### src/fbw_defines.svh
// offsets, field positions, reset values and timing counts of the watchdog
`ifndef FBW_DEFINES_SVH
`define FBW_DEFINES_SVH
`define FBW_CLK_PERIOD_NS  10
`define FBW_BASE_TIME_NS   1000000
`define FBW_MS_CYCLES      (`FBW_BASE_TIME_NS / `FBW_CLK_PERIOD_NS)
`define FBW_SLOW_DIV       4'hA
`define FBW_DIV_W          20
`define FBW_CNT_W          16
`define FBW_HUNT_MS        16
`define FBW_NUM_RATES      8
`define FBW_OFS_CTRL       8'h00
`define FBW_OFS_RATE_COUNT 8'h04
`define FBW_OFS_STATUS     8'h08
`define FBW_OFS_FACTORS    8'h0C
`define FBW_OFS_IRQ_STAT   8'h10
`define FBW_OFS_IRQ_EN     8'h14
`define FBW_OFS_IRQ_CLR    8'h18
`define FBW_CTRL_PROTO_BIT 0
`define FBW_ST_RATE_LSB    4
`define FBW_ST_MON_BIT     8
`define FBW_ST_TB10_BIT    9
`define FBW_FB_LSB         8
`define FBW_IRQ_MASTER_BIT 0
`define FBW_IRQ_RATE_BIT   1
`define FBW_RST_RATE_COUNT 16'h0064
`define FBW_RST_FACTOR     8'h01
`endif

### src/fbw_pkg.sv
// types shared by the watchdog modules
package fbw_pkg;
    typedef enum logic [1:0] {
        FBW_HUNT,
        FBW_RATE_GUARD,
        FBW_MASTER_GUARD
    } fbw_state_type;

    typedef struct packed {
        logic [19:0] div;
        logic [3:0]  dec;
        logic        t1;
        logic        t10;
    } fbw_tick_type;

    typedef struct packed {
        logic [15:0] cnt;
        logic        expire;
    } fbw_tmr_type;

    typedef struct packed {
        fbw_state_type state;
        logic [2:0]    rate_idx;
        logic          proto_on;
        logic [15:0]   rate_count;
        logic          resp_mon;
        logic          tb10;
        logic [7:0]    fact_a;
        logic [7:0]    fact_b;
        logic [1:0]    irq_stat;
        logic [1:0]    irq_en;
        logic [31:0]   rdata;
        logic          proto_reset;
    } fbw_main_type;
endpackage : fbw_pkg

### src/fbw_wd_if.sv
// time base and guard timer signals between the watchdog modules
`timescale 1ns/1ps
interface fbw_wd_if;
    logic        tick_1ms;
    logic        tick_10ms;
    logic        tick;
    logic        load;
    logic [15:0] load_val;
    logic        expire;
    modport src (output tick_1ms, output tick_10ms);
    modport tmr (input tick, input load, input load_val, output expire);
    modport ctl (input tick_1ms, input tick_10ms, input expire,
                 output tick, output load, output load_val);
endinterface : fbw_wd_if

### src/fbw_tick_gen.sv
// 1 ms and 10 ms tick pulses from the system clock
`timescale 1ns/1ps
`include "fbw_defines.svh"
module fbw_tick_gen #(
    parameter int MS_CYCLES = `FBW_MS_CYCLES
) (
    input  wire logic sys_clk_in,
    input  wire logic rstn_in,
    fbw_wd_if.src     wd
);
    import fbw_pkg::*;
    localparam logic [19:0] DIV_LAST = 20'(MS_CYCLES - 1);
    fbw_tick_type q, d;

    always_comb begin
        d = q;
        d.t1 = 1'b0;
        d.t10 = 1'b0;
        if (q.div == DIV_LAST) begin
            d.div = '0;
            d.t1 = 1'b1;
            if (q.dec == `FBW_SLOW_DIV - 4'h1) begin
                d.dec = '0;
                d.t10 = 1'b1;
            end else begin
                d.dec = q.dec + 4'h1;
            end
        end else begin
            d.div = q.div + 20'h1;
        end
    end

    always_ff @(posedge sys_clk_in or negedge rstn_in) begin
        if (!rstn_in) begin
            q <= '0;
        end else begin
            q <= d;
        end
    end

    assign wd.tick_1ms = q.t1;
    assign wd.tick_10ms = q.t10;
endmodule : fbw_tick_gen

### src/fbw_guard_timer.sv
// down counter in ticks, one-cycle expire pulse
`timescale 1ns/1ps
module fbw_guard_timer (
    input  wire logic sys_clk_in,
    input  wire logic rstn_in,
    fbw_wd_if.tmr     wd
);
    import fbw_pkg::*;
    fbw_tmr_type q, d;

    always_comb begin
        d = q;
        d.expire = 1'b0;
        // a load of zero parks the timer, it never expires
        if (wd.load) begin
            d.cnt = wd.load_val;
        end else if (wd.tick && q.cnt != 16'h0000) begin
            d.cnt = q.cnt - 16'h0001;
            d.expire = (q.cnt == 16'h0001);
        end
    end

    always_ff @(posedge sys_clk_in or negedge rstn_in) begin
        if (!rstn_in) begin
            q <= '0;
        end else begin
            q <= d;
        end
    end

    assign wd.expire = q.expire;
endmodule : fbw_guard_timer

### src/fbw_watchdog.sv
// baud rate hunt, rate guard and master guard watchdog
//
// Summary of operation
// - hunt after reset and rate guard expiry
// - every hunt starts at highest rate
// - hunt timeout steps to next lower rate, from the lowest it wraps to the highest
// - good frame in hunt enters rate guard
// - rate guard time is count times 10 ms
// - own-address frame restarts rate guard
// - protocol on: set-param with monitoring enters master guard
// - monitoring off keeps rate guard
// - rate guard timeout leaves protocol untouched
// - master guard time is base times factors
// - factors and base taken from parameter byte
// - master guard expiry: rate guard plus interrupt
// - master guard expiry resets protocol machine
// - new master: follow monitoring flag
`timescale 1ns/1ps
`include "fbw_defines.svh"
module fbw_watchdog #(
    parameter int MS_CYCLES = `FBW_MS_CYCLES,
    parameter int NUM_RATES = `FBW_NUM_RATES,
    parameter int HUNT_MS   = `FBW_HUNT_MS
) (
    input  wire logic                 sys_clk_in,
    input  wire logic                 rstn_in,
    input  wire logic [7:0]           reg_addr_in,
    input  wire logic [31:0]          reg_wdata_in,
    input  wire logic                 reg_wr_in,
    input  wire logic                 reg_rd_in,
    output logic [31:0]               reg_rdata_out,
    input  wire logic                 frame_good_in,
    input  wire logic                 frame_own_addr_in,
    input  wire logic                 frame_from_master_in,
    input  wire logic                 set_param_in,
    input  wire logic                 param_mon_on_in,
    input  wire logic                 param_tb10_in,
    input  wire logic [7:0]           param_factor_a_in,
    input  wire logic [7:0]           param_factor_b_in,
    input  wire logic                 master_change_in,
    output logic [2:0]                rate_sel_out,
    output fbw_pkg::fbw_state_type    guard_state_out,
    output logic                      proto_reset_out,
    output logic                      irq_out
);
    import fbw_pkg::*;

    localparam logic [2:0]  RATE_LAST = 3'(NUM_RATES - 1);
    localparam logic [15:0] HUNT_VAL  = 16'(HUNT_MS);

    fbw_main_type q, d;
    fbw_wd_if     wd ();
    logic         load;
    logic [15:0]  load_val;
    logic         tick;
    logic [1:0]   ev;
    logic         wr_hit;
    logic         armed_q;

    // product of the two guard factors in base ticks
    function automatic logic [15:0] fbw_product(input logic [7:0] a,
                                                input logic [7:0] b);
        fbw_product = 16'(a) * 16'(b);
    endfunction : fbw_product

    fbw_tick_gen #(
        .MS_CYCLES (MS_CYCLES)
    ) u_tick (
        .sys_clk_in (sys_clk_in),
        .rstn_in    (rstn_in),
        .wd         (wd)
    );

    fbw_guard_timer u_timer (
        .sys_clk_in (sys_clk_in),
        .rstn_in    (rstn_in),
        .wd         (wd)
    );

    always_comb begin
        d = q;
        d.proto_reset = 1'b0;
        d.rdata = 32'h0000_0000;
        load = 1'b0;
        load_val = 16'h0000;
        ev = 2'b00;
        wr_hit = reg_wr_in;

        // register writes
        if (wr_hit) begin
            case (reg_addr_in)
                `FBW_OFS_CTRL: begin
                    d.proto_on = reg_wdata_in[`FBW_CTRL_PROTO_BIT];
                end
                `FBW_OFS_RATE_COUNT: begin
                    d.rate_count = reg_wdata_in[15:0];
                end
                `FBW_OFS_IRQ_EN: begin
                    d.irq_en = reg_wdata_in[1:0];
                end
                default: begin
                end
            endcase
        end

        // parameter byte fields latched on every set-param frame
        if (set_param_in) begin
            d.resp_mon = param_mon_on_in;
            d.tb10 = param_tb10_in;
            d.fact_a = param_factor_a_in;
            d.fact_b = param_factor_b_in;
        end

        case (q.state)
            FBW_HUNT: begin
                if (frame_good_in) begin
                    d.state = FBW_RATE_GUARD;
                    load = 1'b1;
                    load_val = q.rate_count;
                end else if (!armed_q) begin
                    // reset parks the timer, so arm the first trial
                    load = 1'b1;
                    load_val = HUNT_VAL;
                end else if (wd.expire) begin
                    // wrap to the top so the hunt never stalls
                    d.rate_idx = (q.rate_idx == RATE_LAST) ?
                                 3'h0 : q.rate_idx + 3'h1;
                    load = 1'b1;
                    load_val = HUNT_VAL;
                end
            end
            FBW_RATE_GUARD: begin
                if (q.proto_on && set_param_in && param_mon_on_in) begin
                    d.state = FBW_MASTER_GUARD;
                    load = 1'b1;
                    load_val = fbw_product(param_factor_a_in,
                                           param_factor_b_in);
                end else if (master_change_in && q.proto_on
                             && d.resp_mon) begin
                    d.state = FBW_MASTER_GUARD;
                    load = 1'b1;
                    load_val = fbw_product(q.fact_a, q.fact_b);
                end else if (frame_good_in && frame_own_addr_in) begin
                    load = 1'b1;
                    load_val = q.rate_count;
                end else if (wd.expire) begin
                    // protocol machine keeps data exchange
                    d.state = FBW_HUNT;
                    d.rate_idx = 3'h0;
                    ev[`FBW_IRQ_RATE_BIT] = 1'b1;
                    load = 1'b1;
                    load_val = HUNT_VAL;
                end
            end
            FBW_MASTER_GUARD: begin
                if (set_param_in && !param_mon_on_in) begin
                    d.state = FBW_RATE_GUARD;
                    load = 1'b1;
                    load_val = q.rate_count;
                end else if (master_change_in && !q.resp_mon) begin
                    d.state = FBW_RATE_GUARD;
                    load = 1'b1;
                    load_val = q.rate_count;
                end else if (set_param_in) begin
                    load = 1'b1;
                    load_val = fbw_product(param_factor_a_in,
                                           param_factor_b_in);
                end else if (master_change_in ||
                             (frame_good_in && frame_from_master_in)) begin
                    load = 1'b1;
                    // factors of one each are not trapped here
                    load_val = fbw_product(q.fact_a, q.fact_b);
                end else if (wd.expire) begin
                    d.state = FBW_RATE_GUARD;
                    ev[`FBW_IRQ_MASTER_BIT] = 1'b1;
                    d.proto_reset = 1'b1;
                    load = 1'b1;
                    load_val = q.rate_count;
                end
            end
            default: begin
                d.state = FBW_HUNT;
                d.rate_idx = 3'h0;
            end
        endcase

        // set wins over a clear in the same cycle
        if (wr_hit && reg_addr_in == `FBW_OFS_IRQ_CLR) begin
            d.irq_stat = (q.irq_stat & ~reg_wdata_in[1:0]) | ev;
        end else begin
            d.irq_stat = q.irq_stat | ev;
        end

        if (reg_rd_in) begin
            case (reg_addr_in)
                `FBW_OFS_CTRL: begin
                    d.rdata[`FBW_CTRL_PROTO_BIT] = q.proto_on;
                end
                `FBW_OFS_RATE_COUNT: begin
                    d.rdata[15:0] = q.rate_count;
                end
                `FBW_OFS_STATUS: begin
                    d.rdata[1:0] = q.state;
                    d.rdata[`FBW_ST_RATE_LSB +: 3] = q.rate_idx;
                    d.rdata[`FBW_ST_MON_BIT] = q.resp_mon;
                    d.rdata[`FBW_ST_TB10_BIT] = q.tb10;
                end
                `FBW_OFS_FACTORS: begin
                    d.rdata[7:0] = q.fact_a;
                    d.rdata[`FBW_FB_LSB +: 8] = q.fact_b;
                end
                `FBW_OFS_IRQ_STAT: begin
                    d.rdata[1:0] = q.irq_stat;
                end
                `FBW_OFS_IRQ_EN: begin
                    d.rdata[1:0] = q.irq_en;
                end
                default: begin
                end
            endcase
        end
    end

    // tick source follows the state of the current cycle
    always_comb begin
        case (q.state)
            FBW_HUNT:         tick = wd.tick_1ms;
            FBW_RATE_GUARD:   tick = wd.tick_10ms;
            FBW_MASTER_GUARD: tick = q.tb10 ? wd.tick_10ms
                                            : wd.tick_1ms;
            default:          tick = 1'b0;
        endcase
    end

    assign wd.tick = tick;
    assign wd.load = load;
    assign wd.load_val = load_val;

    always_ff @(posedge sys_clk_in or negedge rstn_in) begin
        if (!rstn_in) begin
            q.state <= FBW_HUNT;
            q.rate_idx <= 3'h0;
            q.proto_on <= 1'b0;
            q.rate_count <= `FBW_RST_RATE_COUNT;
            q.resp_mon <= 1'b0;
            q.tb10 <= 1'b0;
            q.fact_a <= `FBW_RST_FACTOR;
            q.fact_b <= `FBW_RST_FACTOR;
            q.irq_stat <= 2'b00;
            q.irq_en <= 2'b00;
            q.rdata <= 32'h0000_0000;
            q.proto_reset <= 1'b0;
        end else begin
            q <= d;
        end
    end

    // hunt timer armed right after reset release
    always_ff @(posedge sys_clk_in or negedge rstn_in) begin
        if (!rstn_in) begin
            armed_q <= 1'b0;
        end else begin
            armed_q <= 1'b1;
        end
    end

    assign reg_rdata_out = q.rdata;
    assign rate_sel_out = q.rate_idx;
    assign guard_state_out = q.state;
    assign proto_reset_out = q.proto_reset;
    assign irq_out = |(q.irq_stat & q.irq_en);
endmodule : fbw_watchdog

### config.mk
export PLATFORM = sky130hd
export DESIGN_NAME = fbw_watchdog
export DESIGN_NICKNAME = d
export VERILOG_FILES = /design/src/fbw_pkg.sv /design/src/fbw_wd_if.sv /design/src/fbw_tick_gen.sv /design/src/fbw_guard_timer.sv /design/src/fbw_watchdog.sv
export VERILOG_INCLUDE_DIRS = /design/src
export SDC_FILE = /design/constraint.sdc
export NUM_CORES = 1
export LEC_CHECK = 0
export BUFFER_PORTS_ARGS = -buffer_cell sky130_fd_sc_hd__buf_2
export CAP_MARGIN = 20
export CORE_MARGIN = 2
export CORE_UTILIZATION = 30
export CTS_BUF_LIST = sky130_fd_sc_hd__clkbuf_8
export DETAILED_ROUTE_END_ITERATION = 16
export PLACE_DENSITY = 0.58
export SLEW_MARGIN = 30
export SYNTH_ARGS = -nofsm -noshare
export SYNTH_HDL_FRONTEND = slang
export SYNTH_SLANG_ARGS = --single-unit
### constraint.sdc
create_clock -name sys_clk_in -period 9.8 [get_ports sys_clk_in]
set_input_delay 0.49 -clock sys_clk_in [delete_from_list [all_inputs] [get_ports sys_clk_in]]
set_output_delay 0.49 -clock sys_clk_in [all_outputs]
set_load 0.02 [all_outputs]
==> results of run 1 <==
synthesized netlist by cell type, types with 8 or more instances:
master	n	area, um^2
sky130_fd_sc_hd__inv_1	111	417
sky130_fd_sc_hd__and2_1	109	682
sky130_fd_sc_hd__dfrtp_1	100	2500
sky130_fd_sc_hd__nand2_1	87	327
sky130_fd_sc_hd__ha_1	78	976
sky130_fd_sc_hd__fa_1	72	1440
sky130_fd_sc_hd__a21oi_1	48	240
sky130_fd_sc_hd__nor2_1	46	173
sky130_fd_sc_hd__o21ai_0	40	200
sky130_fd_sc_hd__buf_4	38	285
sky130_fd_sc_hd__mux2_2	37	417
sky130_fd_sc_hd__xnor2_1	33	289
sky130_fd_sc_hd__clkbuf_1	30	113
sky130_fd_sc_hd__nor2b_1	22	138
sky130_fd_sc_hd__a22oi_1	21	158
sky130_fd_sc_hd__nand3_1	21	105
sky130_fd_sc_hd__nor3_1	21	105
sky130_fd_sc_hd__xor2_1	21	184
sky130_fd_sc_hd__a21o_1	10	75.1
sky130_fd_sc_hd__a22o_1	10	87.6
sky130_fd_sc_hd__o221ai_1	10	87.6
sky130_fd_sc_hd__and3_1	9	56.3
sky130_fd_sc_hd__nand2b_1	9	56.3
sky130_fd_sc_hd__nor4_1	8	50.1
sky130_fd_sc_hd__o22ai_1	8	50.1
per-layer routing:
metal,vias to the layer above,global-route usage,wire [um]
li1,3753,-,-
met1,4000,0.205,11900
met2,249,0.267,13200
met3,62,0.0276,1380
met4,0,0.0478,820
met5,-,0,0
flip-flops by register name, indices dropped and copies added, names as in the netlist:
signal	count
u_tick.q	24
u_tick.wd.tick_10ms	1
u_timer.q	16
reg_rdata_out	16
armed_q	1
rate_sel_out	3
guard_state_out	2
u_timer.wd.expire	1
q	39
proto_reset_out	1
u_tick.wd.tick_1ms	1
through the flow:
stage	cell area (um^2)	hold WS, ns	setup WS (ns)	util
after floorplan	10300	0.194	4.84	-
after global placement	10800	0.461	4.37	0.321
after detailed placement	10800	0.461	4.39	0.321
after CTS	11000	0.132	4.57	0.328
after global routing	11000	0.160	4.31	0.328
final	11000	0.118	4.56	0.328
logic make-up after synthesis:
logic type,Yosys count,synth area share
flip-flops,105,0.258
AO/OA/AOI/OAI,206,0.139
multiplexers,40,0.0438
other,2,0.000736
adder cells (fa/ha/maj),150,0.237
buffers and inverters,188,0.0847
AND/OR/NAND/NOR,361,0.190
XOR/XNOR,55,0.0479
worst max-delay path, stage by stage, from the launching register on:
cell and delay [ns]:
sky130_fd_sc_hd__dfrtp_1 0.66, sky130_fd_sc_hd__nand2_1 0.15, sky130_fd_sc_hd__fa_1 0.53, sky130_fd_sc_hd__fa_1 0.55, sky130_fd_sc_hd__inv_1 0.05, sky130_fd_sc_hd__fa_1 0.49
sky130_fd_sc_hd__inv_1 0.06, sky130_fd_sc_hd__fa_1 0.48, sky130_fd_sc_hd__inv_1 0.04, sky130_fd_sc_hd__ha_1 0.35, sky130_fd_sc_hd__nand3_1 0.11, sky130_fd_sc_hd__o211ai_1 0.23
sky130_fd_sc_hd__o22ai_1 0.13, sky130_fd_sc_hd__o31ai_1 0.33, sky130_fd_sc_hd__xnor2_1 0.28, sky130_fd_sc_hd__a21oi_1 0.12, sky130_fd_sc_hd__o32a_1 0.30, sky130_fd_sc_hd__a32o_1 0.25
report_power, final:
group          switching, W  internal [W]
combinational      0.000814      0.000525
sequential        0.0000840      0.000478
clock              0.000164      0.000178
area by class of cell:
type / instances / share of cell area
flip-flops and latches: 105 / 0.239
repair buffers: 75 / 0.0348
multi-input cells: 829 / 0.615
clock buffers: 10 / 0.0125
inverters: 111 / 0.0378
well taps: 448 / 0.0509
clock inverters: 6 / 0.0102
cells in the final DEF, fill, tap and decap left out, drive strengths merged, types with 17 or more instances in the layout:
cell type,n
dfrtp,100
a22oi,21
fa,72
o21ai,41
buf,75
ha,78
nand3,22
and2,109
xnor2,33
nand2,89
nor2b,22
nor3,22
nor2,47
mux2,37
xor2,22
conb,17
a21oi,48
inv,113
path summary, 6_finish.rpt:
path / start / depth (start not counted) / to / slack (ns)
max: q[50] / 17 / u_timer.q[16] / 4.56
min reg2reg: u_tick.q[25] / 1 / u_tick.q[25] / 0.47
max reg2reg: q[50] / 17 / u_timer.q[16] / 4.56
min: rstn_in / 1 / u_timer.q[15] / 0.12
min in group sys_clk_in: reg_wdata_in[4] / 2 / q[59] / 0.31
max in group asynchronous: rstn_in / 2 / q[68] / 8.48
==> impl_results.html, run 1 <==
<table>
<tr><th>Metric</th><th>Value</th></tr>
<tr><th colspan="2">Setup path</th></tr>
<tr><td>Critical path required time</td><td>10.09 ns</td></tr>
<tr><td>Worst EP arrival</td><td>approximately 5.5 ns</td></tr>
<tr><td>Kind of launch point of the worst setup path</td><td>flip-flop</td></tr>
<tr><td>Worst Path Max Fanout</td><td>10</td></tr>
<tr><td>Category of the worst setup path capture point</td><td>flip-flop</td></tr>
<tr><td>Critical path type</td><td>reg2reg</td></tr>
<tr><th colspan="2">Logic synthesis</th></tr>
<tr><td>Cell variety after synth</td><td>79</td></tr>
<tr><td>Sequential fraction of the synthesis area</td><td>0.258</td></tr>
<tr><td>Async set-reset flop share out of synthesis</td><td>1.00</td></tr>
<tr><td>Yosys Warn Count</td><td>0</td></tr>
<tr><td>EDFF count, synth</td><td>0</td></tr>
<tr><td>Summed instance area of the synthesized netlist</td><td>a little over 0.01 mm^2</td></tr>
<tr><td>Most used flip-flop cell after synthesis</td><td>sky130_fd_sc_hd__dfrtp_1</td></tr>
<tr><td>Number of register bits inferred by synthesis</td><td>roughly 110</td></tr>
<tr><td>Synthesized area divided by synthesized cell count</td><td>between 9 and 10 um^2</td></tr>
<tr><td>Cells after synthesis</td><td>1107</td></tr>
<tr><th colspan="2">Clock tree</th></tr>
<tr><td>Clock Tree Root</td><td>sky130_fd_sc_hd__clkbuf_8</td></tr>
<tr><td>Clock slew at reported path FFs</td><td>between 0.1 and 0.15 ns</td></tr>
<tr><td>Clock latency on the worst-skew pair</td><td>~0.4 ns</td></tr>
<tr><td>Total CTS buffers</td><td>9</td></tr>
<tr><td>PostCTS Resize Cnt</td><td>0</td></tr>
<tr><td>CTS tree</td><td>done</td></tr>
<tr><td>Count of buffers added by post-CTS timing repair for setup</td><td>0</td></tr>
<tr><td>Clock buffer depth</td><td>2</td></tr>
<tr><td>CTS HTree Levels</td><td>3</td></tr>
<tr><td>Clock tree sinks</td><td>~110</td></tr>
<tr><td>Cts-stage hold buffer count</td><td>0</td></tr>
<tr><th colspan="2">Placed design</th></tr>
<tr><td>I/O Buffers</td><td>between 70 and 80</td></tr>
<tr><td>Placed Cells incl. Taps</td><td>between 1500 and 2000</td></tr>
<tr><td>Final HPWL from detailed placement</td><td>20800 um</td></tr>
<tr><td>GPL Wtd Cong</td><td>0.863</td></tr>
<tr><th colspan="2">Timing</th></tr>
<tr><td>Worst slew slack as a fraction of its limit</td><td>0.388</td></tr>
<tr><td>RSZ-0062 raised after global routing</td><td>false</td></tr>
<tr><td>Post-route minimum period</td><td>5.24 ns</td></tr>
<tr><td>Slew at the pin closest to its max-slew limit</td><td>0.918 ns</td></tr>
<tr><td>Total Neg Setup Slack</td><td>0 ns</td></tr>
<tr><td>Endpoints failing hold</td><td>0</td></tr>
<tr><td>Part of the cycle the worst path needs</td><td>0.535</td></tr>
<tr><td>Final clock skew</td><td>0.0299 ns</td></tr>
<tr><td>Maximum clock frequency</td><td>0.191 GHz</td></tr>
<tr><td>Final number of setup-violating endpoints</td><td>0</td></tr>
<tr><td>Max Transition Viols Final</td><td>0</td></tr>
<tr><th colspan="2">Global route</th></tr>
<tr><td>Largest net degree at the start of global routing</td><td>57</td></tr>
<tr><td>GR Overflow Total</td><td>0</td></tr>
<tr><td>Antenna violations before repair</td><td>0</td></tr>
<tr><td>Global-route wire length before repair</td><td>between 40000 and 50000 um</td></tr>
<tr><td>Via count of the first global-routing pass</td><td>a little over 8000</td></tr>
<tr><td>All-Layer GR Usage</td><td>0.158</td></tr>
<tr><th colspan="2">Hold path</th></tr>
<tr><td>Class of the tightest hold or removal check</td><td>in2async</td></tr>
<tr><th colspan="2">Status</th></tr>
<tr><td>Result of the run</td><td>completed</td></tr>
<tr><th colspan="2">Floorplan</th></tr>
<tr><td>Die Y</td><td>188 um</td></tr>
<tr><td>Floorplan die area</td><td>about 0.036 mm^2</td></tr>
<tr><td>Ports placed on the boundary</td><td>about 110</td></tr>
<tr><td>Site Rows</td><td>67</td></tr>
<tr><td>Initial cell density of the core</td><td>0.304</td></tr>
<tr><td>Die extent in x</td><td>approximately 190 um</td></tr>
<tr><td>Area of the placeable core</td><td>about 0.034 mm^2</td></tr>
<tr><th colspan="2">Drt</th></tr>
<tr><td>Final routed DRC violation total</td><td>0</td></tr>
<tr><td>Via density</td><td>5.09</td></tr>
<tr><td>DR WL/cell</td><td>around 17 um</td></tr>
<tr><td>Antenna viol nets, final</td><td>0</td></tr>
<tr><td>Wirelength, routed</td><td>about 27000 um</td></tr>
<tr><td>Vias</td><td>~8000</td></tr>
<tr><td>Total iterations of the first detailed-routing run</td><td>5</td></tr>
<tr><td>DRC violation total after the first TritonRoute iteration</td><td>between 600 and 700</td></tr>
<tr><th colspan="2">Layout</th></tr>
<tr><td>Number of diodes added for antenna fixing</td><td>0</td></tr>
<tr><td>Fillers</td><td>3522</td></tr>
<tr><td>Post-synthesis to final-layout area growth</td><td>7.88%</td></tr>
<tr><td>Share of layout cells above drive strength 1</td><td>0.132</td></tr>
<tr><td>Layout Cells excl Fill</td><td>roughly 1600</td></tr>
<tr><td>Area taken by flip-flops and latches</td><td>0.00263 mm^2</td></tr>
<tr><td>Multi-input logic area</td><td>slightly below 0.007 mm^2</td></tr>
<tr><td>Number of nets at the end of the flow</td><td>approximately 1300</td></tr>
<tr><th colspan="2">Pwr</th></tr>
<tr><td>Tot Pwr</td><td>between 0.002 and 0.0025 W</td></tr>
<tr><td>Leakage power total</td><td>5.19 nW</td></tr>
<tr><td>Largest vdd supply drop</td><td>0.0000900 V</td></tr>
<tr><td>Power density of the placed cells</td><td>roughly 200 mW/mm^2</td></tr>
<tr><th colspan="2">Run</th></tr>
<tr><td>Number of maximum-capacitance constraint violations</td><td>0</td></tr>
</table>
(Power assumes the default switching activity.)
==> run 2: changes to the inputs <==
clock period = 5.3 ns   (was 9.8 ns; I/O delays follow)
==> impl_results.html, run 2 (same netlist as run 1, synthesis figures left out) <==
<table>
<tr><th>Metric</th><th>Value</th></tr>
<tr><th colspan="2">Clock tree</th></tr>
<tr><td>Clock latency on the worst-skew pair</td><td>0.39 ns (-0.02 ns)</td></tr>
<tr><td>Clock tree sinks</td><td>105 (unchanged)</td></tr>
<tr><td>CTS tree</td><td>done</td></tr>
<tr><td>Clock slew at reported path FFs</td><td>0.11 ns (about the same)</td></tr>
<tr><td>Clock Tree Root</td><td>sky130_fd_sc_hd__clkbuf_8</td></tr>
<tr><td>CTS HTree Levels</td><td>3 (unchanged)</td></tr>
<tr><td>Clock buffer depth</td><td>2 (unchanged)</td></tr>
<tr><td>Total CTS buffers</td><td>9 (unchanged)</td></tr>
<tr><th colspan="2">Status</th></tr>
<tr><td>Result of the run</td><td>completed</td></tr>
<tr><th colspan="2">Floorplan</th></tr>
<tr><td>Die Y</td><td>188 um (unchanged)</td></tr>
<tr><td>Floorplan die area</td><td>0.0355 mm^2 (unchanged)</td></tr>
<tr><td>Site Rows</td><td>67 (unchanged)</td></tr>
<tr><td>Area of the placeable core</td><td>0.0335 mm^2 (unchanged)</td></tr>
<tr><td>Ports placed on the boundary</td><td>106 (unchanged)</td></tr>
<tr><td>Die extent in x</td><td>188 um (unchanged)</td></tr>
<tr><td>Initial cell density of the core</td><td>0.304 (unchanged)</td></tr>
<tr><th colspan="2">Setup path</th></tr>
<tr><td>Worst Path Max Fanout</td><td>5 (-5)</td></tr>
<tr><td>Reg2Reg Depth</td><td>17 (unchanged)</td></tr>
<tr><td>Setup slack of the most critical reg-to-reg path</td><td>0.33 ns (-4.23 ns)</td></tr>
<tr><td>Critical path required time</td><td>5.58 ns (-4.51 ns)</td></tr>
<tr><td>Worst r2r src</td><td>q[50]</td></tr>
<tr><td>Category of the worst setup path capture point</td><td>flip-flop</td></tr>
<tr><td>Critical register-to-register path endpoint</td><td>u_timer.q[16]</td></tr>
<tr><td>Kind of launch point of the worst setup path</td><td>flip-flop</td></tr>
<tr><td>Worst EP arrival</td><td>5.25 ns (-0.28 ns)</td></tr>
<tr><td>Critical path type</td><td>reg2reg</td></tr>
<tr><th colspan="2">Timing</th></tr>
<tr><td>Total Neg Setup Slack</td><td>0 ns (unchanged)</td></tr>
<tr><td>Post-route minimum period</td><td>4.97 ns (-0.273 ns)</td></tr>
<tr><td>Hold Worst Slack</td><td>0.0976 ns (-0.0206 ns)</td></tr>
<tr><td>Max Transition Viols Final</td><td>0 (unchanged)</td></tr>
<tr><td>Final number of setup-violating endpoints</td><td>0 (unchanged)</td></tr>
<tr><td>Slew at the pin closest to its max-slew limit</td><td>0.829 ns (-0.0887 ns)</td></tr>
<tr><td>Worst slew slack as a fraction of its limit</td><td>0.443 (+0.0549)</td></tr>
<tr><td>Final clock skew</td><td>0.0201 ns (-0.00980 ns)</td></tr>
<tr><td>Part of the cycle the worst path needs</td><td>0.938 (+0.403)</td></tr>
<tr><td>Maximum clock frequency</td><td>0.201 GHz (+5.5%)</td></tr>
<tr><td>Endpoints failing hold</td><td>0 (unchanged)</td></tr>
<tr><td>RSZ-0062 raised after global routing</td><td>false</td></tr>
<tr><th colspan="2">Hold path</th></tr>
<tr><td>Hold Startpoint</td><td>reg_wdata_in[11]</td></tr>
<tr><td>Class of the tightest hold or removal check</td><td>in2reg</td></tr>
<tr><td>Worst hold path endpoint</td><td>q[66]</td></tr>
<tr><td>Depth of the worst hold-timing path</td><td>2</td></tr>
<tr><th colspan="2">Layout</th></tr>
<tr><td>Layout Cells excl Fill</td><td>1606 (+1.4%)</td></tr>
<tr><td>Max FFs per register</td><td>39 (unchanged)</td></tr>
<tr><td>Largest registers in the final layout</td><td>q: 39 flops, u_tick.q: 24 flops</td></tr>
<tr><td>Number of diodes added for antenna fixing</td><td>0 (unchanged)</td></tr>
<tr><td>Share of layout cells above drive strength 1</td><td>0.149 (+0.0174)</td></tr>
<tr><td>Number of nets at the end of the flow</td><td>1370 (+1.6%)</td></tr>
<tr><td>Reg with most FFs</td><td>q</td></tr>
<tr><td>Fillers</td><td>3504 (-0.51%)</td></tr>
<tr><td>Post-synthesis to final-layout area growth</td><td>9.03%</td></tr>
<tr><td>Leading cell types in the layout, fill and taps excluded</td><td>sky130_fd_sc_hd__inv_1, sky130_fd_sc_hd__and2_1, sky130_fd_sc_hd__dfrtp_1</td></tr>
<tr><td>Most common cell after layout, fill and taps aside</td><td>sky130_fd_sc_hd__inv_1</td></tr>
<tr><th colspan="2">Global route</th></tr>
<tr><td>GR Overflow Total</td><td>0 (unchanged)</td></tr>
<tr><td>Largest net degree at the start of global routing</td><td>58 (+1.8%)</td></tr>
<tr><td>All-Layer GR Usage</td><td>0.160 (+0.00205)</td></tr>
<tr><td>Antenna violations before repair</td><td>0 (unchanged)</td></tr>
<tr><td>Global-route wire length before repair</td><td>45000 um (+2.1%)</td></tr>
<tr><td>Via count of the first global-routing pass</td><td>8417 (+4.4%)</td></tr>
<tr><th colspan="2">Drt</th></tr>
<tr><td>DRC violation total after the first TritonRoute iteration</td><td>584 (-6.0%)</td></tr>
<tr><td>Final routed DRC violation total</td><td>0 (unchanged)</td></tr>
<tr><td>DR WL/cell</td><td>17.0 um (-1.6%)</td></tr>
<tr><td>Wirelength, routed</td><td>27200 um (-0.28%)</td></tr>
<tr><td>Via density</td><td>5.06 (-0.64%)</td></tr>
<tr><td>Vias</td><td>8124 (+0.74%)</td></tr>
<tr><td>Total iterations of the first detailed-routing run</td><td>6 (+1)</td></tr>
<tr><td>Antenna viol nets, final</td><td>0 (unchanged)</td></tr>
<tr><th colspan="2">Pwr</th></tr>
<tr><td>Power density of the placed cells</td><td>362 mW/mm^2 (+78%)</td></tr>
<tr><td>Largest vdd supply drop</td><td>0.000233 V (+160%)</td></tr>
<tr><td>Leakage power total</td><td>5.27 nW (+1.6%)</td></tr>
<tr><th colspan="2">Run</th></tr>
<tr><td>Number of maximum-capacitance constraint violations</td><td>0 (unchanged)</td></tr>
<tr><th colspan="2">Placed design</th></tr>
<tr><td>Placed Cells incl. Taps</td><td>1589 (+1.3%)</td></tr>
<tr><td>I/O Buffers</td><td>73 (unchanged)</td></tr>
<tr><td>Final HPWL from detailed placement</td><td>21300 um (+2.4%)</td></tr>
<tr><td>GPL Wtd Cong</td><td>0.888 (+2.9%)</td></tr>
</table>
## run 2: cell count changes in the layout (fill, tap and decap cells not counted)
cell / before / now
sky130_fd_sc_hd__dfrtp_2: 0 / 4
sky130_fd_sc_hd__clkbuf_8: 10 / 9
sky130_fd_sc_hd__inv_1: 111 / 113
sky130_fd_sc_hd__clkinv_4: 0 / 1
sky130_fd_sc_hd__nor2_2: 2 / 1
sky130_fd_sc_hd__o31ai_2: 0 / 1
sky130_fd_sc_hd__nor2_1: 45 / 46
sky130_fd_sc_hd__bufinv_16: 3 / 1
sky130_fd_sc_hd__buf_4: 3 / 24
sky130_fd_sc_hd__o31ai_1: 5 / 4
sky130_fd_sc_hd__dfrtp_1: 100 / 96
sky130_fd_sc_hd__dlygate4sd3_1: 0 / 1
## run 2: worst max path at each step
stage                                     from             to  cells past startpoint
final                                    q[50]  u_timer.q[16]                     17
after detailed placement  param_factor_b_in[6]  u_timer.q[16]                     18
after floorplan           param_factor_a_in[0]  u_timer.q[16]                     18
after CTS                                q[39]  u_timer.q[16]                     17
after global placement    param_factor_b_in[2]  u_timer.q[16]                     19
after global routing                     q[39]  u_timer.q[16]                     16
## run 2: repair_timing
item	CTS	global route
resized for setup	0	5
hold buffers	1	0
buffers inserted	0	0
setup endpoints to repair	0	1
endpoints found under the hold margin	46	0
## run 2: report_power, final
group / switching, W / internal [W]
Clock: 0.000301 / 0.000219
Sequential: 0.000136 / 0.000885
Combinational: 0.00150 / 0.000987
Total: 0.00194 / 0.00209
## run 2: per-stage QoR
stage / power, W / util / cell area [um^2] / setup slack, ns
3_3_place_gp: 0.00345 / 0.326 / 10900 / 0.201
6_report: 0.00403 / 0.332 / 11100 / 0.330
5_1_grt: 0.00441 / 0.332 / 11100 / 0.0386
4_1_cts: 0.00402 / 0.332 / 11100 / 0.249
2_1_floorplan: 0.00284 / - / 10300 / 0.560
3_5_place_dp: 0.00347 / 0.326 / 10900 / 0.154
## run 2: final cells by class
| cell class | instances | area, um^2 | share of cell area |
|---|---|---|---|
| Tap cell | 448 | 561 | 0.0504 |
| Sequential cell | 105 | 2640 | 0.237 |
| Clock buffer | 9 | 124 | 0.0111 |
| Clock inverter | 7 | 68.8 | 0.00618 |
| Multi-Input combinational cell | 829 | 6770 | 0.608 |
| Timing Repair Buffer | 97 | 551 | 0.0495 |
| Inverter | 111 | 417 | 0.0374 |
## run 2: per-layer routing
metal / GRT usage / part of all wire / vias to the layer above
li1: - / - / 3793
met1: 0.204 / 0.43 / 4047
met2: 0.277 / 0.48 / 246
met3: 0.0231 / 0.053 / 38
met4: 0.0526 / 0.031 / 0
met5: 0 / 0 / -
## run 2: critical path: stages (launching register included)
cell	delay, ns
sky130_fd_sc_hd__dfrtp_1	0.49
sky130_fd_sc_hd__nand2_1	0.13
sky130_fd_sc_hd__fa_1	0.52
sky130_fd_sc_hd__fa_1	0.56
sky130_fd_sc_hd__inv_1	0.05
sky130_fd_sc_hd__fa_1	0.48
sky130_fd_sc_hd__inv_1	0.06
sky130_fd_sc_hd__fa_1	0.48
sky130_fd_sc_hd__inv_1	0.05
sky130_fd_sc_hd__ha_1	0.35
sky130_fd_sc_hd__nand3_1	0.11
sky130_fd_sc_hd__o211ai_1	0.23
sky130_fd_sc_hd__o22ai_1	0.15
sky130_fd_sc_hd__o31ai_2	0.27
sky130_fd_sc_hd__xnor2_1	0.25
sky130_fd_sc_hd__a21oi_1	0.12
sky130_fd_sc_hd__o32a_1	0.30
sky130_fd_sc_hd__a32o_1	0.26
==> run 3: changes to the inputs <==
SYNTH_HIERARCHICAL = 1   (was not set)
==> impl_results.html, run 3 <==
<table>
<tr><th>Metric</th><th>Value</th></tr>
<tr><th colspan="2">Drt</th></tr>
<tr><td>Via density</td><td>5.22 (+3.1%)</td></tr>
<tr><td>Antenna viol nets, final</td><td>0 (unchanged)</td></tr>
<tr><td>Met3 wirelength from detailed routing</td><td>1540 um (+7.5%)</td></tr>
<tr><td>Wirelength, routed</td><td>28800 um (+5.8%)</td></tr>
<tr><td>DRC violation total after the first TritonRoute iteration</td><td>669 (+15%)</td></tr>
<tr><td>Final routed DRC violation total</td><td>0 (unchanged)</td></tr>
<tr><td>Routed met1 length</td><td>12600 um (+7.2%)</td></tr>
<tr><td>Top sig layer</td><td>met4</td></tr>
<tr><td>DR WL/cell</td><td>17.1 um (+1.1%)</td></tr>
<tr><td>Vias</td><td>8776 (+8.0%)</td></tr>
<tr><td>WL met2</td><td>13900 um (+5.4%)</td></tr>
<tr><td>Total iterations of the first detailed-routing run</td><td>7 (+1)</td></tr>
<tr><th colspan="2">Global route</th></tr>
<tr><td>Via count of the first global-routing pass</td><td>9046 (+7.5%)</td></tr>
<tr><td>All-Layer GR Usage</td><td>0.162 (+0.00205)</td></tr>
<tr><td>GR Overflow Total</td><td>0 (unchanged)</td></tr>
<tr><td>Largest net degree at the start of global routing</td><td>59 (+1.7%)</td></tr>
<tr><td>Global-route wire length before repair</td><td>47300 um (+5.2%)</td></tr>
<tr><td>Antenna violations before repair</td><td>1 (+1)</td></tr>
<tr><th colspan="2">Setup path</th></tr>
<tr><td>Bufs and invs on worst path</td><td>3 (unchanged)</td></tr>
<tr><td>Critical path type</td><td>reg2reg</td></tr>
<tr><td>Family with the most delay on the worst path</td><td>adder cells</td></tr>
<tr><td>Series of cell instances along the critical path</td><td>nand2_1 &gt; fa_1 &gt; fa_1 &gt; inv_1 &gt; fa_1 &gt; inv_1 &gt; fa_1 &gt; inv_1 &gt; ha_1 &gt; a21o_1 &gt; a31oi_1 &gt; a21oi_1 &gt; or3_1 &gt; nand4_1 &gt; a221o_1 &gt; a31oi_1 &gt; a221o_1</td></tr>
<tr><td>Critical path required time</td><td>5.61 ns (+0.03 ns)</td></tr>
<tr><td>Worst Path Max Fanout</td><td>8 (+3)</td></tr>
<tr><td>Worst-path cell with the longest stage delay</td><td>sky130_fd_sc_hd__fa_1</td></tr>
<tr><td>Worst EP arrival</td><td>5.34 ns (+0.09 ns)</td></tr>
<tr><td>Dominant cell type by count on the critical path</td><td>sky130_fd_sc_hd__fa_1</td></tr>
<tr><td>Category of the worst setup path capture point</td><td>flip-flop</td></tr>
<tr><td>Kind of launch point of the worst setup path</td><td>flip-flop</td></tr>
<tr><td>Largest incremental delay on the critical path</td><td>0.56 ns (about the same)</td></tr>
<tr><th colspan="2">Logic synthesis</th></tr>
<tr><td>Cell with the most instances after synthesis</td><td>sky130_fd_sc_hd__inv_1</td></tr>
<tr><td>Most used flip-flop cell after synthesis</td><td>sky130_fd_sc_hd__dfrtp_1</td></tr>
<tr><td>Synthesized area divided by synthesized cell count</td><td>8.98 um^2 (-2.6%)</td></tr>
<tr><td>Fraction of post-synthesis cell area in the top cell type by area</td><td>0.235 (-0.00986)</td></tr>
<tr><td>Yosys Warn Count</td><td>6 (+6)</td></tr>
<tr><td>Largest cells by area after synthesis</td><td>sky130_fd_sc_hd__dfrtp_1, sky130_fd_sc_hd__fa_1, sky130_fd_sc_hd__ha_1</td></tr>
<tr><td>Dominant cell type by area after synthesis</td><td>sky130_fd_sc_hd__dfrtp_1</td></tr>
<tr><td>Sequential fraction of the synthesis area</td><td>0.248 (-0.0104)</td></tr>
<tr><td>Commonest cells in the netlist</td><td>sky130_fd_sc_hd__inv_1, sky130_fd_sc_hd__and2_1, sky130_fd_sc_hd__nand2_1</td></tr>
<tr><td>Async set-reset flop share out of synthesis</td><td>1.00 (unchanged)</td></tr>
<tr><td>Cell variety after synth</td><td>81 (+2.5%)</td></tr>
<tr><td>Number of register bits inferred by synthesis</td><td>105 (unchanged)</td></tr>
<tr><td>Cells after synthesis</td><td>1184 (+7.0%)</td></tr>
<tr><td>EDFF count, synth</td><td>0 (unchanged)</td></tr>
<tr><td>Summed instance area of the synthesized netlist</td><td>0.0106 mm^2 (+4.2%)</td></tr>
<tr><th colspan="2">Layout</th></tr>
<tr><td>Largest registers in the final layout</td><td>q: 39 flops, u_tick/q: 24 flops</td></tr>
<tr><td>Final core occ</td><td>0.333 (+0.00143)</td></tr>
<tr><td>Layout Cells excl Fill</td><td>1682 (+4.7%)</td></tr>
<tr><td>Max FFs per register</td><td>39 (unchanged)</td></tr>
<tr><td>Reg with most FFs</td><td>q</td></tr>
<tr><td>Leading cell types in the layout, fill and taps excluded</td><td>sky130_fd_sc_hd__inv_1, sky130_fd_sc_hd__and2_1, sky130_fd_sc_hd__nand2_1</td></tr>
<tr><td>Number of diodes added for antenna fixing</td><td>0 (unchanged)</td></tr>
<tr><td>Share of layout cells above drive strength 1</td><td>0.152 (+0.00219)</td></tr>
<tr><td>Area taken by flip-flops and latches</td><td>0.00264 mm^2 (about the same)</td></tr>
<tr><td>Multi-input logic area</td><td>0.00720 mm^2 (+6.4%)</td></tr>
<tr><td>Most common cell after layout, fill and taps aside</td><td>sky130_fd_sc_hd__inv_1</td></tr>
<tr><td>Number of nets at the end of the flow</td><td>1439 (+5.0%)</td></tr>
<tr><td>Post-synthesis to final-layout area growth</td><td>8.80%</td></tr>
<tr><td>Fillers</td><td>3646 (+4.1%)</td></tr>
<tr><th colspan="2">Status</th></tr>
<tr><td>Result of the run</td><td>completed</td></tr>
<tr><th colspan="2">Timing</th></tr>
<tr><td>Final clock skew</td><td>0.0146 ns (-0.00553 ns)</td></tr>
<tr><td>Hold Worst Slack</td><td>0.0781 ns (-0.0195 ns)</td></tr>
<tr><td>RSZ-0062 raised after global routing</td><td>false</td></tr>
<tr><td>Slew at the pin closest to its max-slew limit</td><td>0.987 ns (+0.158 ns)</td></tr>
<tr><td>Post-route minimum period</td><td>5.03 ns (+0.0626 ns)</td></tr>
<tr><td>Part of the cycle the worst path needs</td><td>0.950 (+0.0118)</td></tr>
<tr><td>Final number of setup-violating endpoints</td><td>0 (unchanged)</td></tr>
<tr><td>Max Transition Viols Final</td><td>0 (unchanged)</td></tr>
<tr><td>Endpoints failing hold</td><td>0 (unchanged)</td></tr>
<tr><td>Total Neg Setup Slack</td><td>0 ns (unchanged)</td></tr>
<tr><td>Worst slew slack as a fraction of its limit</td><td>0.342 (-0.101)</td></tr>
<tr><td>Maximum clock frequency</td><td>0.199 GHz (-1.2%)</td></tr>
<tr><th colspan="2">Floorplan</th></tr>
<tr><td>Ports placed on the boundary</td><td>106 (unchanged)</td></tr>
<tr><td>Site Rows</td><td>68 (+1.5%)</td></tr>
<tr><td>Area of the placeable core</td><td>0.0347 mm^2 (+3.5%)</td></tr>
<tr><td>Die extent in x</td><td>192 um (+2.0%)</td></tr>
<tr><td>Die Y</td><td>192 um (+2.0%)</td></tr>
<tr><td>Initial cell density of the core</td><td>0.306 (+0.00197)</td></tr>
<tr><td>Floorplan die area</td><td>0.0370 mm^2 (+4.1%)</td></tr>
<tr><th colspan="2">Placed design</th></tr>
<tr><td>I/O Buffers</td><td>73 (unchanged)</td></tr>
<tr><td>Placed Cells incl. Taps</td><td>1664 (+4.7%)</td></tr>
<tr><td>GPL Wtd Cong</td><td>0.881 (-0.82%)</td></tr>
<tr><td>Final HPWL from detailed placement</td><td>22600 um (+6.1%)</td></tr>
<tr><th colspan="2">Hold path</th></tr>
<tr><td>Class of the tightest hold or removal check</td><td>in2reg</td></tr>
<tr><th colspan="2">Clock tree</th></tr>
<tr><td>CTS tree</td><td>done</td></tr>
<tr><td>CTS HTree Levels</td><td>3 (unchanged)</td></tr>
<tr><td>Clock buffer depth</td><td>2 (unchanged)</td></tr>
<tr><td>Clock slew at reported path FFs</td><td>0.12 ns (about the same)</td></tr>
<tr><td>Clock Tree Root</td><td>sky130_fd_sc_hd__clkbuf_8</td></tr>
<tr><td>Clock tree sinks</td><td>105 (unchanged)</td></tr>
<tr><td>Clock latency on the worst-skew pair</td><td>0.41 ns (+0.02 ns)</td></tr>
<tr><td>Total CTS buffers</td><td>9 (unchanged)</td></tr>
<tr><th colspan="2">Run</th></tr>
<tr><td>Number of maximum-capacitance constraint violations</td><td>0 (unchanged)</td></tr>
<tr><th colspan="2">Pwr</th></tr>
<tr><td>Power density of the placed cells</td><td>336 mW/mm^2 (-7.2%)</td></tr>
<tr><td>Largest vdd supply drop</td><td>0.000205 V (-12%)</td></tr>
<tr><td>Leakage power total</td><td>5.36 nW (+1.7%)</td></tr>
</table>
run 3: cell type report:
type / count / area share
flip-flops and latches: 105 / 0.228
repair buffers: 93 / 0.0452
multi-input cells: 898 / 0.622
well taps: 455 / 0.0492
clock buffers: 9 / 0.0107
clock inverters: 7 / 0.00692
inverters: 115 / 0.0373
run 3: kinds of logic after synthesis:
| logic type | share of synthesized area |
|---|---|
| simple gates | 0.221 |
| compound gates | 0.136 |
| buf+inv | 0.0827 |
| fa+ha+maj | 0.227 |
| flops | 0.248 |
| mux | 0.0513 |
| xor+xnor | 0.0329 |
| other cells | 0.000706 |
run 3: what timing repair did:
item,in CTS,in global routing
hold buffers,1,0
buffers inserted,0,1
setup endpoints to repair,0,4
resized for setup,0,8
hold endpoints to repair,45,0
run 3: worst reg2reg max path, stage by stage (launching register included):
cell and delay, ns:
sky130_fd_sc_hd__dfrtp_1 0.51, sky130_fd_sc_hd__nand2_1 0.12, sky130_fd_sc_hd__fa_1 0.50, sky130_fd_sc_hd__fa_1 0.56, sky130_fd_sc_hd__inv_1 0.06, sky130_fd_sc_hd__fa_1 0.48, sky130_fd_sc_hd__inv_1 0.06, sky130_fd_sc_hd__fa_1 0.48
sky130_fd_sc_hd__inv_1 0.04, sky130_fd_sc_hd__ha_1 0.34, sky130_fd_sc_hd__a21o_1 0.22, sky130_fd_sc_hd__a31oi_1 0.25, sky130_fd_sc_hd__a21oi_1 0.13, sky130_fd_sc_hd__or3_1 0.42, sky130_fd_sc_hd__nand4_1 0.12, sky130_fd_sc_hd__a221o_1 0.16
sky130_fd_sc_hd__a31oi_1 0.12, sky130_fd_sc_hd__a221o_1 0.37
run 3: worst paths after layout:
kind                                   from              end  slack [ns]  cells after the start
max                                   q[40]    u_timer/q[13]        0.27                     17
min                        reg_wdata_in[13]            q[68]        0.08                      2
max reg2reg                           q[40]    u_timer/q[13]        0.27                     17
min reg2reg                     u_tick/q[6]      u_tick/q[6]        0.49                      1
max in group asynchronous           rstn_in  rate_sel_out[2]        3.72                      3
min in group asynchronous           rstn_in     u_tick/q[16]        0.39                      2
run 3: routing by layer:
| metal | up-vias | track usage |
|---|---|---|
| met5 | - | 0 |
| met2 | 255 | 0.280 |
| met4 | 0 | 0.0523 |
| li1 | 4119 | - |
| met1 | 4355 | 0.205 |
| met3 | 47 | 0.0260 |
run 3: through the flow:
step	setup slack, ns	instance area (um^2)	total power, W
6_report	0.267	11600	0.00389
5_1_grt	0.0112	11600	0.00424
4_1_cts	0.131	11500	0.00384
3_5_place_dp	0.157	11300	0.00328
3_3_place_gp	0.216	11300	0.00325
2_1_floorplan	0.488	10700	0.00266
run 3: report_power, final:
| part | total [W] | switching, W | internal, W |
|---|---|---|---|
| sequential | 0.000909 | 0.0000673 | 0.000842 |
| clock | 0.000546 | 0.000355 | 0.000191 |
| combinational | 0.00243 | 0.00146 | 0.000969 |
